$ cat config.mk
export PLATFORM = sky130hd
export DESIGN_NAME = shared_pin_io_mux
export DESIGN_NICKNAME = d
export VERILOG_FILES = /design/src/core/shared_pin_io_mux.v
export VERILOG_INCLUDE_DIRS = /design/src /design/src/core
export SDC_FILE = /design/constraint.sdc
export NUM_CORES = 1
export LEC_CHECK = 0
export BUFFER_PORTS_ARGS = -buffer_cell sky130_fd_sc_hd__buf_4
export CAP_MARGIN = 20
export CORE_MARGIN = 5
export CORE_UTILIZATION = 51
export CTS_BUF_LIST = sky130_fd_sc_hd__clkbuf_8
export DETAILED_ROUTE_END_ITERATION = 7
export HOLD_SLACK_MARGIN = 0.12
export PLACE_DENSITY = 0.83
export REMOVE_ABC_BUFFERS = 1
export SLEW_MARGIN = 20
export SYNTH_ARGS = -nofsm -noshare
export SYNTH_HDL_FRONTEND = slang
export SYNTH_SLANG_ARGS = --single-unit
$ cat constraint.sdc
create_clock -name clk -period 1.73 [get_ports clk]
set_input_delay 0 -clock clk [delete_from_list [all_inputs] [get_ports clk]]
set_output_delay 0 -clock clk [all_outputs]
set_load 0.01 [all_outputs]
$ cat src/core/pin_mux_defines.vh
// Purpose: constants for the shared pin mux and port I/O block
// Assumes: 16-bit data space, word registers at byte-style addresses
// Notes:   addresses are data-space byte addresses, two apart per word
`ifndef PIN_MUX_DEFINES_VH
`define PIN_MUX_DEFINES_VH
`define ADDR_MUX_SEL_A    16'h7090
`define ADDR_MUX_SEL_B    16'h7092
`define ADDR_PORT_A       16'h7098
`define ADDR_PORT_B       16'h709A
`define ADDR_PORT_C       16'h709C
`define RESET_WORD        16'h0000
`define MUX_A_MASK        16'hFF0F
`define MUX_B_MASK        16'h00FD
`define PORT_A_MASK       16'h0F0F
`define PORT_FULL_MASK    16'hFFFF
`define DIR_LSB           8
`define CLKSEL_IO         2'h0
`define CLKSEL_SRC1       2'h1
`define CLKSEL_SRC2       2'h2
`define CLKSEL_SRC3       2'h3
`define CLK_PIN_INDEX     1
`define INV_POL_B_MASK    8'h0C
`endif

$ cat src/core/shared_pin_io_mux.v
// Purpose: pin multiplexing and port I/O for the 20 group-one shared pins
// Assumes: single clk, CPU data-space word access, pins given as in/out/oe
// Notes:   group-two pins stay with their own peripherals; no logic here
`timescale 1ns/10ps
`include "pin_mux_defines.vh"
`default_nettype none
module shared_pin_io_mux (
  input  wire        clk,           // system clock
  input  wire        rst_n,         // async reset, low
  input  wire [15:0] addr,          // data-space address
  input  wire [15:0] wdata,         // write data
  input  wire        wr,            // write strobe
  input  wire        rd,            // read strobe
  output reg  [15:0] rdata,         // read data
  output wire        hit,           // address decodes here
  input  wire [1:0]  clkSel,        // system control bits 7:6
  input  wire [2:0]  clkSources,    // clock sources for codes 1..3
  input  wire [3:0]  portAPinIn,    // port A pin levels
  output wire [3:0]  portAPinOut,   // port A pin drive
  output wire [3:0]  portAPinOe,    // port A pin enable
  input  wire [7:0]  portBPinIn,    // port B pin levels
  output wire [7:0]  portBPinOut,   // port B pin drive
  output wire [7:0]  portBPinOe,    // port B pin enable
  input  wire [7:0]  portCPinIn,    // port C pin levels
  output wire [7:0]  portCPinOut,   // port C pin drive
  output wire [7:0]  portCPinOe,    // port C pin enable
  input  wire [7:0]  periphBOut,    // primary outputs for port B pins
  input  wire [7:0]  periphBOe,     // primary enables for port B pins
  input  wire [7:0]  periphCOut,    // primary outputs for port C pins
  input  wire [7:0]  periphCOe,     // primary enables for port C pins
  output wire [3:0]  periphAIn,     // analog-input pins to converter side
  output wire [7:0]  periphBIn,     // port B pins to primary functions
  output wire [7:0]  periphCIn,     // port C pins to primary functions
  output wire [3:0]  primSelA,      // primary selected, port A pins
  output wire [7:0]  primSelB,      // primary selected, port B pins
  output wire [7:0]  primSelC       // primary selected, port C pins
);

  // control registers
  reg  [15:0] pin_mux_select_a;
  reg  [15:0] pin_mux_select_b;
  reg  [15:0] port_a_data_direction;
  reg  [15:0] port_b_data_direction;
  reg  [15:0] port_c_data_direction;

  // two-flop pin synchronisers
  reg  [3:0]  syncA1;
  reg  [3:0]  syncA2;
  reg  [7:0]  syncB1;
  reg  [7:0]  syncB2;
  reg  [7:0]  syncC1;
  reg  [7:0]  syncC2;

  // register decode and read path
  reg  [15:0] next_rdata;
  wire        selMuxA;
  wire        selMuxB;
  wire        selPortA;
  wire        selPortB;
  wire        selPortC;

  // pin steering
  wire [7:0]  ioSelC;
  wire        clkPinIo;
  reg         clkOutLevel;
  reg  [3:0]  driveA;
  reg  [3:0]  enableA;
  reg  [7:0]  driveB;
  reg  [7:0]  enableB;
  reg  [7:0]  driveC;
  reg  [7:0]  enableC;

  // pins pass two flops before the read path sees them
  // first flop may go metastable, so only the second is read
  always @(posedge clk or negedge rst_n) begin
    if (!rst_n) begin
      syncA1 <= 4'h0;
      syncA2 <= 4'h0;
    end else begin
      syncA1 <= portAPinIn;
      syncA2 <= syncA1;
    end
  end

  always @(posedge clk or negedge rst_n) begin
    if (!rst_n) begin
      syncB1 <= 8'h00;
      syncB2 <= 8'h00;
    end else begin
      syncB1 <= portBPinIn;
      syncB2 <= syncB1;
    end
  end

  always @(posedge clk or negedge rst_n) begin
    if (!rst_n) begin
      syncC1 <= 8'h00;
      syncC2 <= 8'h00;
    end else begin
      syncC1 <= portCPinIn;
      syncC2 <= syncC1;
    end
  end

  // one compare per register, used only by the hit decode
  function addrMatch;
    input [15:0] a;
    input [15:0] target;
    begin
      addrMatch = (a == target);
    end
  endfunction

  assign selMuxA  = addrMatch(addr, `ADDR_MUX_SEL_A);
  assign selMuxB  = addrMatch(addr, `ADDR_MUX_SEL_B);
  assign selPortA = addrMatch(addr, `ADDR_PORT_A);
  assign selPortB = addrMatch(addr, `ADDR_PORT_B);
  assign selPortC = addrMatch(addr, `ADDR_PORT_C);

  assign hit = selMuxA | selMuxB | selPortA | selPortB | selPortC;

  // word writes; all clear on reset
  always @(posedge clk or negedge rst_n) begin
    if (!rst_n) begin
      pin_mux_select_a      <= `RESET_WORD;
      pin_mux_select_b      <= `RESET_WORD;
      port_a_data_direction <= `RESET_WORD;
      port_b_data_direction <= `RESET_WORD;
      port_c_data_direction <= `RESET_WORD;
    end else if (wr) begin
      case (addr)
        `ADDR_MUX_SEL_A: begin
          pin_mux_select_a <= wdata & `MUX_A_MASK;
        end
        // no select bit for the clock pin
        `ADDR_MUX_SEL_B: begin
          pin_mux_select_b <= wdata & `MUX_B_MASK;
        end
        `ADDR_PORT_A: begin
          port_a_data_direction <= wdata & `PORT_A_MASK;
        end
        `ADDR_PORT_B: begin
          port_b_data_direction <= wdata & `PORT_FULL_MASK;
        end
        `ADDR_PORT_C: begin
          port_c_data_direction <= wdata & `PORT_FULL_MASK;
        end
        default: begin
        end
      endcase
    end
  end

  // bits 2,3 of select B are inverted
  function [7:0] ioFromSelB;
    input [7:0] sel;
    begin
      ioFromSelB = (~sel & ~`INV_POL_B_MASK) | (sel & `INV_POL_B_MASK);
    end
  endfunction

  assign ioSelC = ioFromSelB(pin_mux_select_b[7:0]);
  // code zero keeps the clock pin as port C bit 1
  assign clkPinIo = (clkSel == `CLKSEL_IO);

  // codes 1..3 pick one of three clock sources
  always @* begin
    case (clkSel)
      `CLKSEL_SRC1: begin
        clkOutLevel = clkSources[0];
      end
      `CLKSEL_SRC2: begin
        clkOutLevel = clkSources[1];
      end
      `CLKSEL_SRC3: begin
        clkOutLevel = clkSources[2];
      end
      default: begin
        clkOutLevel = 1'b0;
      end
    endcase
  end

  assign primSelA      = pin_mux_select_a[3:0];
  assign primSelB      = pin_mux_select_a[15:8];
  assign primSelC[7:2] = ~ioSelC[7:2];
  assign primSelC[1]   = ~clkPinIo;
  assign primSelC[0]   = ~ioSelC[0];

  // read of data bits: sampled pin when input, latch when output
  function [7:0] dataView;
    input [15:0] r;
    input [7:0]  pins;
    begin
      dataView = (r[7:0] & r[15:`DIR_LSB]) | (pins & ~r[15:`DIR_LSB]);
    end
  endfunction

  // data low byte, direction high byte
  always @* begin
    next_rdata = `RESET_WORD;
    case (addr)
      `ADDR_MUX_SEL_A: begin
        next_rdata = pin_mux_select_a;
      end
      `ADDR_MUX_SEL_B: begin
        next_rdata = pin_mux_select_b;
      end
      `ADDR_PORT_A: begin
        next_rdata = {port_a_data_direction[15:8],
                      dataView(port_a_data_direction, {4'h0, syncA2})} & `PORT_A_MASK;
      end
      `ADDR_PORT_B: begin
        next_rdata = {port_b_data_direction[15:8],
                      dataView(port_b_data_direction, syncB2)};
      end
      `ADDR_PORT_C: begin
        next_rdata = {port_c_data_direction[15:8],
                      dataView(port_c_data_direction, syncC2)};
      end
      // unmapped words read as zero
      default: begin
        next_rdata = `RESET_WORD;
      end
    endcase
  end

  // read data holds between reads, so the master may take it late
  always @(posedge clk or negedge rst_n) begin
    if (!rst_n) begin
      rdata <= `RESET_WORD;
    end else if (rd) begin
      rdata <= next_rdata;
    end
  end

  // pick primary or port value per pin
  function [7:0] steer;
    input [7:0] prim;
    input [7:0] primVal;
    input [7:0] portVal;
    begin
      steer = (prim & primVal) | (~prim & portVal);
    end
  endfunction

  // port A primary is an analog input, never driven
  always @* begin
    driveA  = port_a_data_direction[3:0];
    enableA = ~primSelA & port_a_data_direction[11:8];
  end

  always @* begin
    driveB  = steer(primSelB, periphBOut, port_b_data_direction[7:0]);
    enableB = steer(primSelB, periphBOe, port_b_data_direction[15:8]);
  end

  // clock pin overrides port C bit 1 when code nonzero
  // the peripheral drive of bit 1 is ignored: that pin's primary is the clock output
  always @* begin
    driveC  = steer(primSelC, periphCOut, port_c_data_direction[7:0]);
    enableC = steer(primSelC, periphCOe, port_c_data_direction[15:8]);
    if (!clkPinIo) begin
      driveC[`CLK_PIN_INDEX]  = clkOutLevel;
      enableC[`CLK_PIN_INDEX] = 1'b1;
    end
  end

  // drive in I/O mode with direction 1, else per peripheral enable (B, C) or clock code (C bit 1)
  assign portAPinOut = driveA;
  assign portAPinOe  = enableA;
  assign portBPinOut = driveB;
  assign portBPinOe  = enableB;
  assign portCPinOut = driveC;
  assign portCPinOe  = enableC;

  // primary-function inputs see synchronised pin levels
  assign periphAIn = syncA2;
  assign periphBIn = syncB2;
  assign periphCIn = syncC2;

endmodule
`default_nettype wire

# [After elaboration in Yosys (flattened, before gate mapping)]
# Cells that the tools add are included.
[word_totals] ff_bits=115 in_bits=93 elab_cells=67
[classes] eq_ne=8 muxes=4 n_bitwise=37 reduce_logical=6
[op_table] op="AND 8 bit" n=12
[op_table] op="== test 16 x 15 -> 1 bit (second input constant)" n=5
[op_table] op="case mux 16 bit (5 select lines)" n=1
[op_table] op="OR 8 bit" n=6
[op_table] op="NOT 8 bit" n=5
[op_table] op="AND 4 bit" n=3
[op_table] op="AND reduction 2 bit" n=5
[op_table] op="NOT 4 bit" n=2
[op_table] op="OR 8 x 4 -> 8 bit" n=1
[op_table] op="NOT 6 bit" n=1
[op_table] op="== test 2 bit (second input constant)" n=2
[op_table] op="OR 1 bit" n=4
[op_table] op="OR 4 bit" n=1
[op_table] op="case mux 1 bit (3 select lines)" n=1
[op_table] op="== test 2 x 1 -> 1 bit (second input constant)" n=1
[op_table] op="zero test 2 bit" n=1
[op_table] op="2-to-1 mux 1 bit" n=2
[op_table] op="NOT 1 bit" n=2

# [Logic depth before layout (Yosys ltp)]
# Gate-level depths: netlist of the first run.
[logic_depth] depth_word=7 mapped_depth=7 ltp_nobuf=5

# [Worst setup path before layout of the first run]
# OpenSTA, ideal clock, no wires.
[synth_timing] kind="input -> register" start="in addr[9]" end="reg port_b_data_direction[0]" setup_time_ps=125 arrival_time_ps=1797 path_slack_ps=-192 path_stages=7 path_cell_list="or4_4 -> buf_6 -> or4_4 -> inv_2 -> nand2_4 -> buf_12 -> mux2_4"
[synth_between] elab_chain_len=2
[synth_lines] item="from (decl)" line="shared_pin_io_mux.v:10" text="input wire [15:0] addr,"
[synth_lines] item="== test 16 x 15 -> 1 bit"
[synth_lines] item="AND reduction 2 bit (no line)"
[synth_lines] item="to (signal assigned)" line="shared_pin_io_mux.v:128" text="port_b_data_direction <= `RESET_WORD;"
[synth_lines] item="to (signal assigned)" line="shared_pin_io_mux.v:143" text="port_b_data_direction <= wdata & `PORT_FULL_MASK;"
[synth_lines] item="to (decl)" line="shared_pin_io_mux.v:43" text="reg [15:0] port_b_data_direction;"
# Every way passes these cells.
# A chain may end at the register's enable or synchronous reset.

# [Worst setup path after layout of the first run]
[layout_timing] start="in addr[9]" end="out hit"
[layout_between] elab_chain_len=5
[layout_lines] item="== test 16 x 15 -> 1 bit" line="shared_pin_io_mux.v:110" text="addrMatch = (a == target);"
[layout_lines] item="OR 1 bit (3 in a row)" line="shared_pin_io_mux.v:120" text="assign hit = selMuxA | selMuxB | selPortA | selPortB | selPortC;"
[layout_lines] item="OR 1 bit (*)" line="shared_pin_io_mux.v:120"
[layout_lines] item="to (decl)" line="shared_pin_io_mux.v:15" text="output wire hit,"
# Every way passes the cells marked *; elsewhere a longest branch is shown, timed or not.

==> flow_summary.json, run 1 <==
{
  "gr-total-overflow": 0,
  "clkPwrFrac_pct": 41.5,
  "drv_cap": 0,
  "ys_top_cells_by_area": "dfrtp_1, mux2_2, mux2_4, mux2i_1, nor2_1",
  "grt_usage_pct": 25.9,
  "cpPeakStageDelay_ns": 0.46,
  "startpoint_type": "input pin",
  "ys_seq_area_share_pct": 58.1,
  "crit_fanout": 4,
  "cts_sinks": 115,
  "post-synth-top-area-cell": "dfrtp_1",
  "critPathTopFamily": "simple AND/OR/NAND/NOR gates",
  "cts_tree": "built",
  "fin_skew_ns": 0.00835,
  "clockBufferDepth": 2,
  "cts_buffers": 17,
  "cts_root_buf": "clkbuf_8",
  "arrival_ns": 1.63,
  "antenna_cells": 0,
  "worstSkewPairLatency_ns": 0.43,
  "worst-slew-pin-transition_ns": 0.616,
  "hold_path_class": "input pin to async pin",
  "netSwitchingFraction_pct": 23.0,
  "p_sw_mw": 1.30,
  "grt_pass1_vias": 4410,
  "yosys_register_bits": 115,
  "path_cells": "buf_4, nor4_1, buf_4, nand2_1, nor4b_1, buf_4, buf_4",
  "ys_types": 41,
  "internal-power_mw": 4.33,
  "row_count": 36,
  "path_clk_slew_ns": 0.07,
  "drtPass1Iterations": 5,
  "combinationalPowerShare_pct": 9.1,
  "post-route-min-period_ns": 1.63,
  "syn-mean-instance-area_um2": 14.1,
  "hold_violations": 0,
  "nFillCells": 600,
  "ant_nets": 0,
  "cpMostUsedCell": "buf_4",
  "relSlewSlack_pct": 59.0,
  "min_period_over_period_pct": 94.1,
  "numPortBuffers": 187,
  "synth_warnings": 0,
  "power.leakage_nw": 3.75,
  "drtIter0Drc": 174,
  "core_area_um2": 9640,
  "grt_setup_unrepaired": "no",
  "sequentialPowerShare_pct": 49.4,
  "grt_start_max_net_pins": 116,
  "fmax_ghz": 0.614,
  "die_x_um": 109,
  "crit_type": "input pin to primary output",
  "initial_core_util_pct": 51.4,
  "drv_slew": 0,
  "antenna_found_initial": 0,
  "fin_cells": 764,
  "cellPowerDensity_nw_per_um2": 750,
  "outcome": "finished clean",
  "place_congestion": 0.853,
  "path_buf_inv": 4,
  "layout-drive-gt1-share_pct": 57.7,
  "crit_required_ns": 1.73,
  "synth_area_um2": 4950,
  "htreeDepth": 4,
  "fin_nets": 712,
  "slowest_stage": "nor4_1",
  "vias_per_cell": 5.36,
  "die_h_um": 109,
  "grt_pass1_wl_um": 23000,
  "dp.final_hpwl_um": 10200,
  "ir_drop_uv": 470,
  "setup_viol": 0,
  "drc": 0,
  "ios": 190,
  "ctsResizeCount": 0,
  "vias": 4095,
  "die_area_um2": 11800,
  "crit_path_end_kind": "primary output",
  "final_util_pct": 77.7,
  "syn_to_final_growth_pct": 51.3,
  "routed_wl_um": 14600,
  "place_inst": 694,
  "wire_per_inst_um": 19.1,
  "synth_top_area_share_pct": 58.1,
  "netlist_instances": 351
}
==> worst register-to-register path, delay by kind of cell (launching register included) <==
kind / cells / cell delay [ns]
compound gates: 2 / 0.45
mux: 1 / 0.35
flops: 1 / 0.40
==> registers in the layout, indices dropped and copies added, names as in the netlist <==
signal / flops
periphAIn: 4
syncA1: 4
periphCIn: 8
syncC1: 8
port_a_data_direction: 8
syncB1: 8
rdata: 16
periphBIn: 8
pin_mux_select_b: 7
pin_mux_select_a: 12
port_b_data_direction: 16
port_c_data_direction: 16
==> stage by stage <==
| step | hold WS (ns) | power, mW | setup TNS, ns | setup slack, ns | instance area, µm² |
|---|---|---|---|---|---|
| 2_1_floorplan | -0.296 | 2.91 | -5.24 | -0.314 | 4850 |
| 3_3_place_gp | 0.110 | 3.25 | -4.98 | -0.223 | 6740 |
| 3_5_place_dp | 0.110 | 3.27 | -6.61 | -0.282 | 6740 |
| 4_1_cts | 0.160 | 5.65 | 0 | 0.117 | 7490 |
| 5_1_grt | 0.186 | 5.83 | 0 | 0.0551 | 7490 |
| 6_report | 0.177 | 5.62 | 0 | 0.101 | 7490 |
==> logic make-up after synthesis <==
logic type | Yosys count | synth area share (%)
muxes | 110 | 25.7
and+or+nand+nor | 55 | 6.90
DFF | 115 | 58.1
AOI/OAI and AO/OA | 44 | 6.29
buffers and inverters | 27 | 2.98
==> cells in the final DEF (no fill, tap or decap), types with 9 or more instances in the layout <==
cell type,count
nor2_1,18
inv_1,12
clkbuf_8,18
buf_4,224
mux2i_1,11
dlygate4sd3_1,39
a21oi_1,9
mux2_4,10
dfrtp_1,115
mux2_2,88
o22ai_1,10
==> power by group through the flow <==
stage / Sequential, mW / Clock, mW / Combinational, mW
finish: 2.78 / 2.34 / 0.509
global route: 2.78 / 2.50 / 0.552
CTS: 2.78 / 2.36 / 0.511
detailed placement: 2.83 / 0 / 0.438
global placement: 2.82 / 0 / 0.425
floorplan: 2.84 / 0 / 0.0653
==> Yosys cell counts (all sizes together) <==
library cell	n
mux2i	11
a221oi	5
a22oi	4
a222oi	6
nand4bb	1
dfrtp	115
or2	1
or4bb	2
a31oi	1
and4b	1
o22ai	10
mux2	98
a22o	5
o21ai	4
nor4bb	1
nor2b	4
nor3	1
clkbuf	7
nand2b	2
or3	1
or4	4
inv	12
nand4	2
nand2	4
nand3	3
nor4b	2
a21oi	9
buf	8
nor4	7
nor2	18
mux4	1
nand4b	1
==> cell type report <==
cell class	instances	area, µm²	share of cell area (%)
Clock buffer	18	248	3.31
Clock inverter	13	119	1.59
Inverter	12	45.0	0.601
Multi-Input combinational cell	209	1950	26.0
Sequential cell	115	2880	38.4
Tap cell	133	166	2.22
Timing Repair Buffer	264	2090	27.9
==> layer usage <==
metal	share of wire, %	vias up	global-route usage, %
met4	1.4	0	7.75
li1	-	1846	-
met5	0	-	0
met3	8.4	23	7.34
met1	38	2046	31.5
met2	53	180	45.0
==> path summary, 6_finish.rpt <==
| path | to | slack (ns) | from | depth (start not counted) |
|---|---|---|---|---|
| min in group clk | rdata[14] | 0.18 | addr[0] | 6 |
| max in group asynchronous | port_b_data_direction[2] | 1.06 | rst_n | 3 |
| hold reg to reg | periphBIn[6] | 0.35 | syncB1[6] | 0 |
| hold / removal | pin_mux_select_a[8] | 0.18 | rst_n | 3 |
| setup reg to reg | rdata[6] | 0.39 | port_b_data_direction[14] | 3 |
| setup / recovery | hit | 0.10 | addr[9] | 7 |
==> what timing repair did <==
| action | 4_1_cts | 5_1_grt |
|---|---|---|
| hold buffers | 39 | 0 |
| setup buffers | 0 | 0 |
| endpoints found under the hold margin | 210 | 0 |
Power figures use the tool's default switching activity.
==> run 2, diff against run 1 <==
Settings changed: ABC_AREA set to 1, CORE_UTILIZATION 51 to 52.
Clock period 1.73 ns to 1.65 ns, I/O delays scaled along.
==> run 2 against run 1 <==
Against the previous run: critical path type is now register to primary output; cell area up 0.28%; sequential power up 5%; routed wire length up 6.8%; core utilization down 1.6 points; register-to-register slack better by 0.13 ns; largest power group unchanged; clock power about the same.
==> flow_summary.json, run 2 <==
{
  "critPathTopFamily": "flip-flops",
  "synth_ff_type": "dfrtp_1",
  "min_to": "rdata[3]",
  "ant_nets": 0,
  "grt_pass1_vias": 5223,
  "drv_slew": 0,
  "crit_fanout": 7,
  "syn-mean-instance-area_um2": 8.71,
  "slowest_stage": "dfrtp_1",
  "clockBufferDepth": 2,
  "rr_endpoint": "rdata[0]",
  "grt_start_max_net_pins": 51,
  "r2r-start": "port_c_data_direction[8]",
  "fin_nets": 933,
  "hold_path_depth": 8,
  "synth_commonest_cells": "nand2_1, dfrtp_1, inv_1, o21ai_0, nand3_1",
  "power.leakage_nw": 3.83,
  "cp_num_cells": 2,
  "netlist_instances": 607,
  "numPortBuffers": 187,
  "rrSetupSlack_ns": 0.52,
  "drtIter0Drc": 273,
  "initial_core_util_pct": 53.6,
  "wire_per_inst_um": 15.8,
  "reg_top3": "port_b_data_direction: 16 flops, port_c_data_direction: 16 flops, rdata: 16 flops",
  "synth_warnings": 0,
  "yosys_register_bits": 115,
  "routed_wl_um": 15600,
  "cellPowerDensity_nw_per_um2": 768,
  "syn_to_final_growth_pct": 42.1,
  "fmax_ghz": 0.727,
  "final_cell_mix": "nand2_1, buf_4, dfrtp_1, inv_1, o21ai_0",
  "die_h_um": 111,
  "path_clk_slew_ns": 0.06,
  "grt_setup_unrepaired": "no",
  "setup_viol": 0,
  "yosysMostFrequentCell": "nand2_1",
  "hold_violations": 0,
  "crit_path_end_kind": "primary output",
  "placed_cell_area_um2": 6740,
  "cts_buffers": 17,
  "vias_per_cell": 5.12,
  "setup_tns_ns": 0,
  "ys_types": 24,
  "core_area_um2": 9860,
  "async_flop_share_pct": 100,
  "postCtsSetupBuffers": 0,
  "synth_edf_count": 0,
  "p_total_mw": 5.77,
  "crit_required_ns": 1.65,
  "arrival_ns": 1.38,
  "min_period_over_period_pct": 83.4,
  "post-route-min-period_ns": 1.38,
  "post-synth-top-area-cell": "dfrtp_1",
  "htreeDepth": 4,
  "row_count": 36,
  "ys_top_cells_by_area": "dfrtp_1, nand2_1, o21ai_2, o21ai_0, inv_1",
  "die_area_um2": 12300,
  "path_cells": "o21ai_0, buf_4",
  "drtPass1Iterations": 5,
  "cts_sinks": 115,
  "die_x_um": 111,
  "nFillCells": 678,
  "grt_usage_pct": 25.6,
  "hp-start": "addr[2]",
  "grt_pass1_wl_um": 25600,
  "vias": 5044,
  "hold_path_class": "input pin to register",
  "worst-slew-pin-transition_ns": 0.529,
  "gr-total-overflow": 0,
  "antenna_found_initial": 1,
  "crit_path_start": "pin_mux_select_a[15]",
  "synth_area_um2": 5290,
  "cts_tree": "built",
  "ir_drop_uv": 603,
  "drc": 0,
  "synth_top_area_share_pct": 54.4,
  "path_buf_inv": 1,
  "whs_ns": 0.126,
  "dp.final_hpwl_um": 10400,
  "crit_type": "register to primary output",
  "layout-drive-gt1-share_pct": 33.3,
  "layout_commonest_cell": "nand2_1",
  "drv_cap": 0,
  "fin_skew_ns": 0.0106,
  "startpoint_type": "register",
  "cts_root_buf": "clkbuf_8",
  "r2r_cells": 6,
  "ys_seq_area_share_pct": 54.4,
  "outcome": "finished clean",
  "place_congestion": 0.869,
  "final_area_um2": 7510,
  "ios": 190,
  "worstSkewPairLatency_ns": 0.43,
  "cpPeakStageDelay_ns": 0.47,
  "relSlewSlack_pct": 64.7
}
-- run 2: final cells by class --
cell class              count  area, µm²  share of cell area, %
flip-flops and latches    115       2880                   38.3
multi-input cells         404       1960                   26.1
repair buffers            239       1920                   25.5
clock buffers              19        262                   3.48
inverters                  63        236                   3.15
well taps                 133        166                   2.21
clock inverters            12       92.6                   1.23
diodes                      1       2.50                 0.0333
-- run 2: worst max path at each step --
stage / end / slack [ns]
after floorplan: port_b_data_direction[10] / -0.58
after detailed placement: port_b_data_direction[8] / 0.07
final: portBPinOe[7] / 0.27
after global routing: portBPinOe[7] / 0.22
after CTS: rdata[11] / 0.17
after global placement: port_c_data_direction[0] / 0.14
-- run 2: tightest hold or removal path: stages --
cell     delay (ns)
buf_4          0.09
nor2_1         0.04
nand2_1        0.10
nor2_4         0.05
nand3_1        0.06
nand2_1        0.04
inv_1          0.04
a21oi_1        0.06
-- run 2: logic make-up after synthesis --
family                 Yosys count  share of synthesized area (%)
AND/OR/NAND/NOR                297                           24.6
buffers and inverters           88                           8.61
AO/OA/AOI/OAI                  107                           12.4
flip-flops                     115                           54.4
-- run 2: layer usage --
layer  wire length, µm  vias to the layer above  GRT usage (%)  part of all wire [%]
li1                  -                     2400              -                     -
met2              8120                      256           44.5                    52
met4               380                        0           9.20                   2.4
met5                 0                        -              0                     0
met3              1170                       38           8.30                   7.5
met1              5890                     2350           29.7                    38
-- run 2: repair_timing --
item / in CTS / in global routing
hold buffers: 42 / 0
resized for setup: 0 / 0
hold endpoints to repair: 210 / 0
-- run 2: report_power, final --
group | switching (mW) | leakage, nW | internal, mW | total, mW
Clock | 1.11 | 0.182 | 1.23 | 2.34
Combinational | 0.238 | 2.14 | 0.285 | 0.523
Sequential | 0.0290 | 1.51 | 2.88 | 2.91
Total | 1.37 | 3.83 | 4.39 | 5.77
-- run 2: through the flow --
step                      cells  utilization, %  setup slack [ns]
after global placement      912            68.4             0.140
after floorplan             582               -            -0.583
after global routing        986            76.2             0.217
after CTS                   985            76.2             0.168
after detailed placement    912            68.4            0.0694
final                       986            76.2             0.274
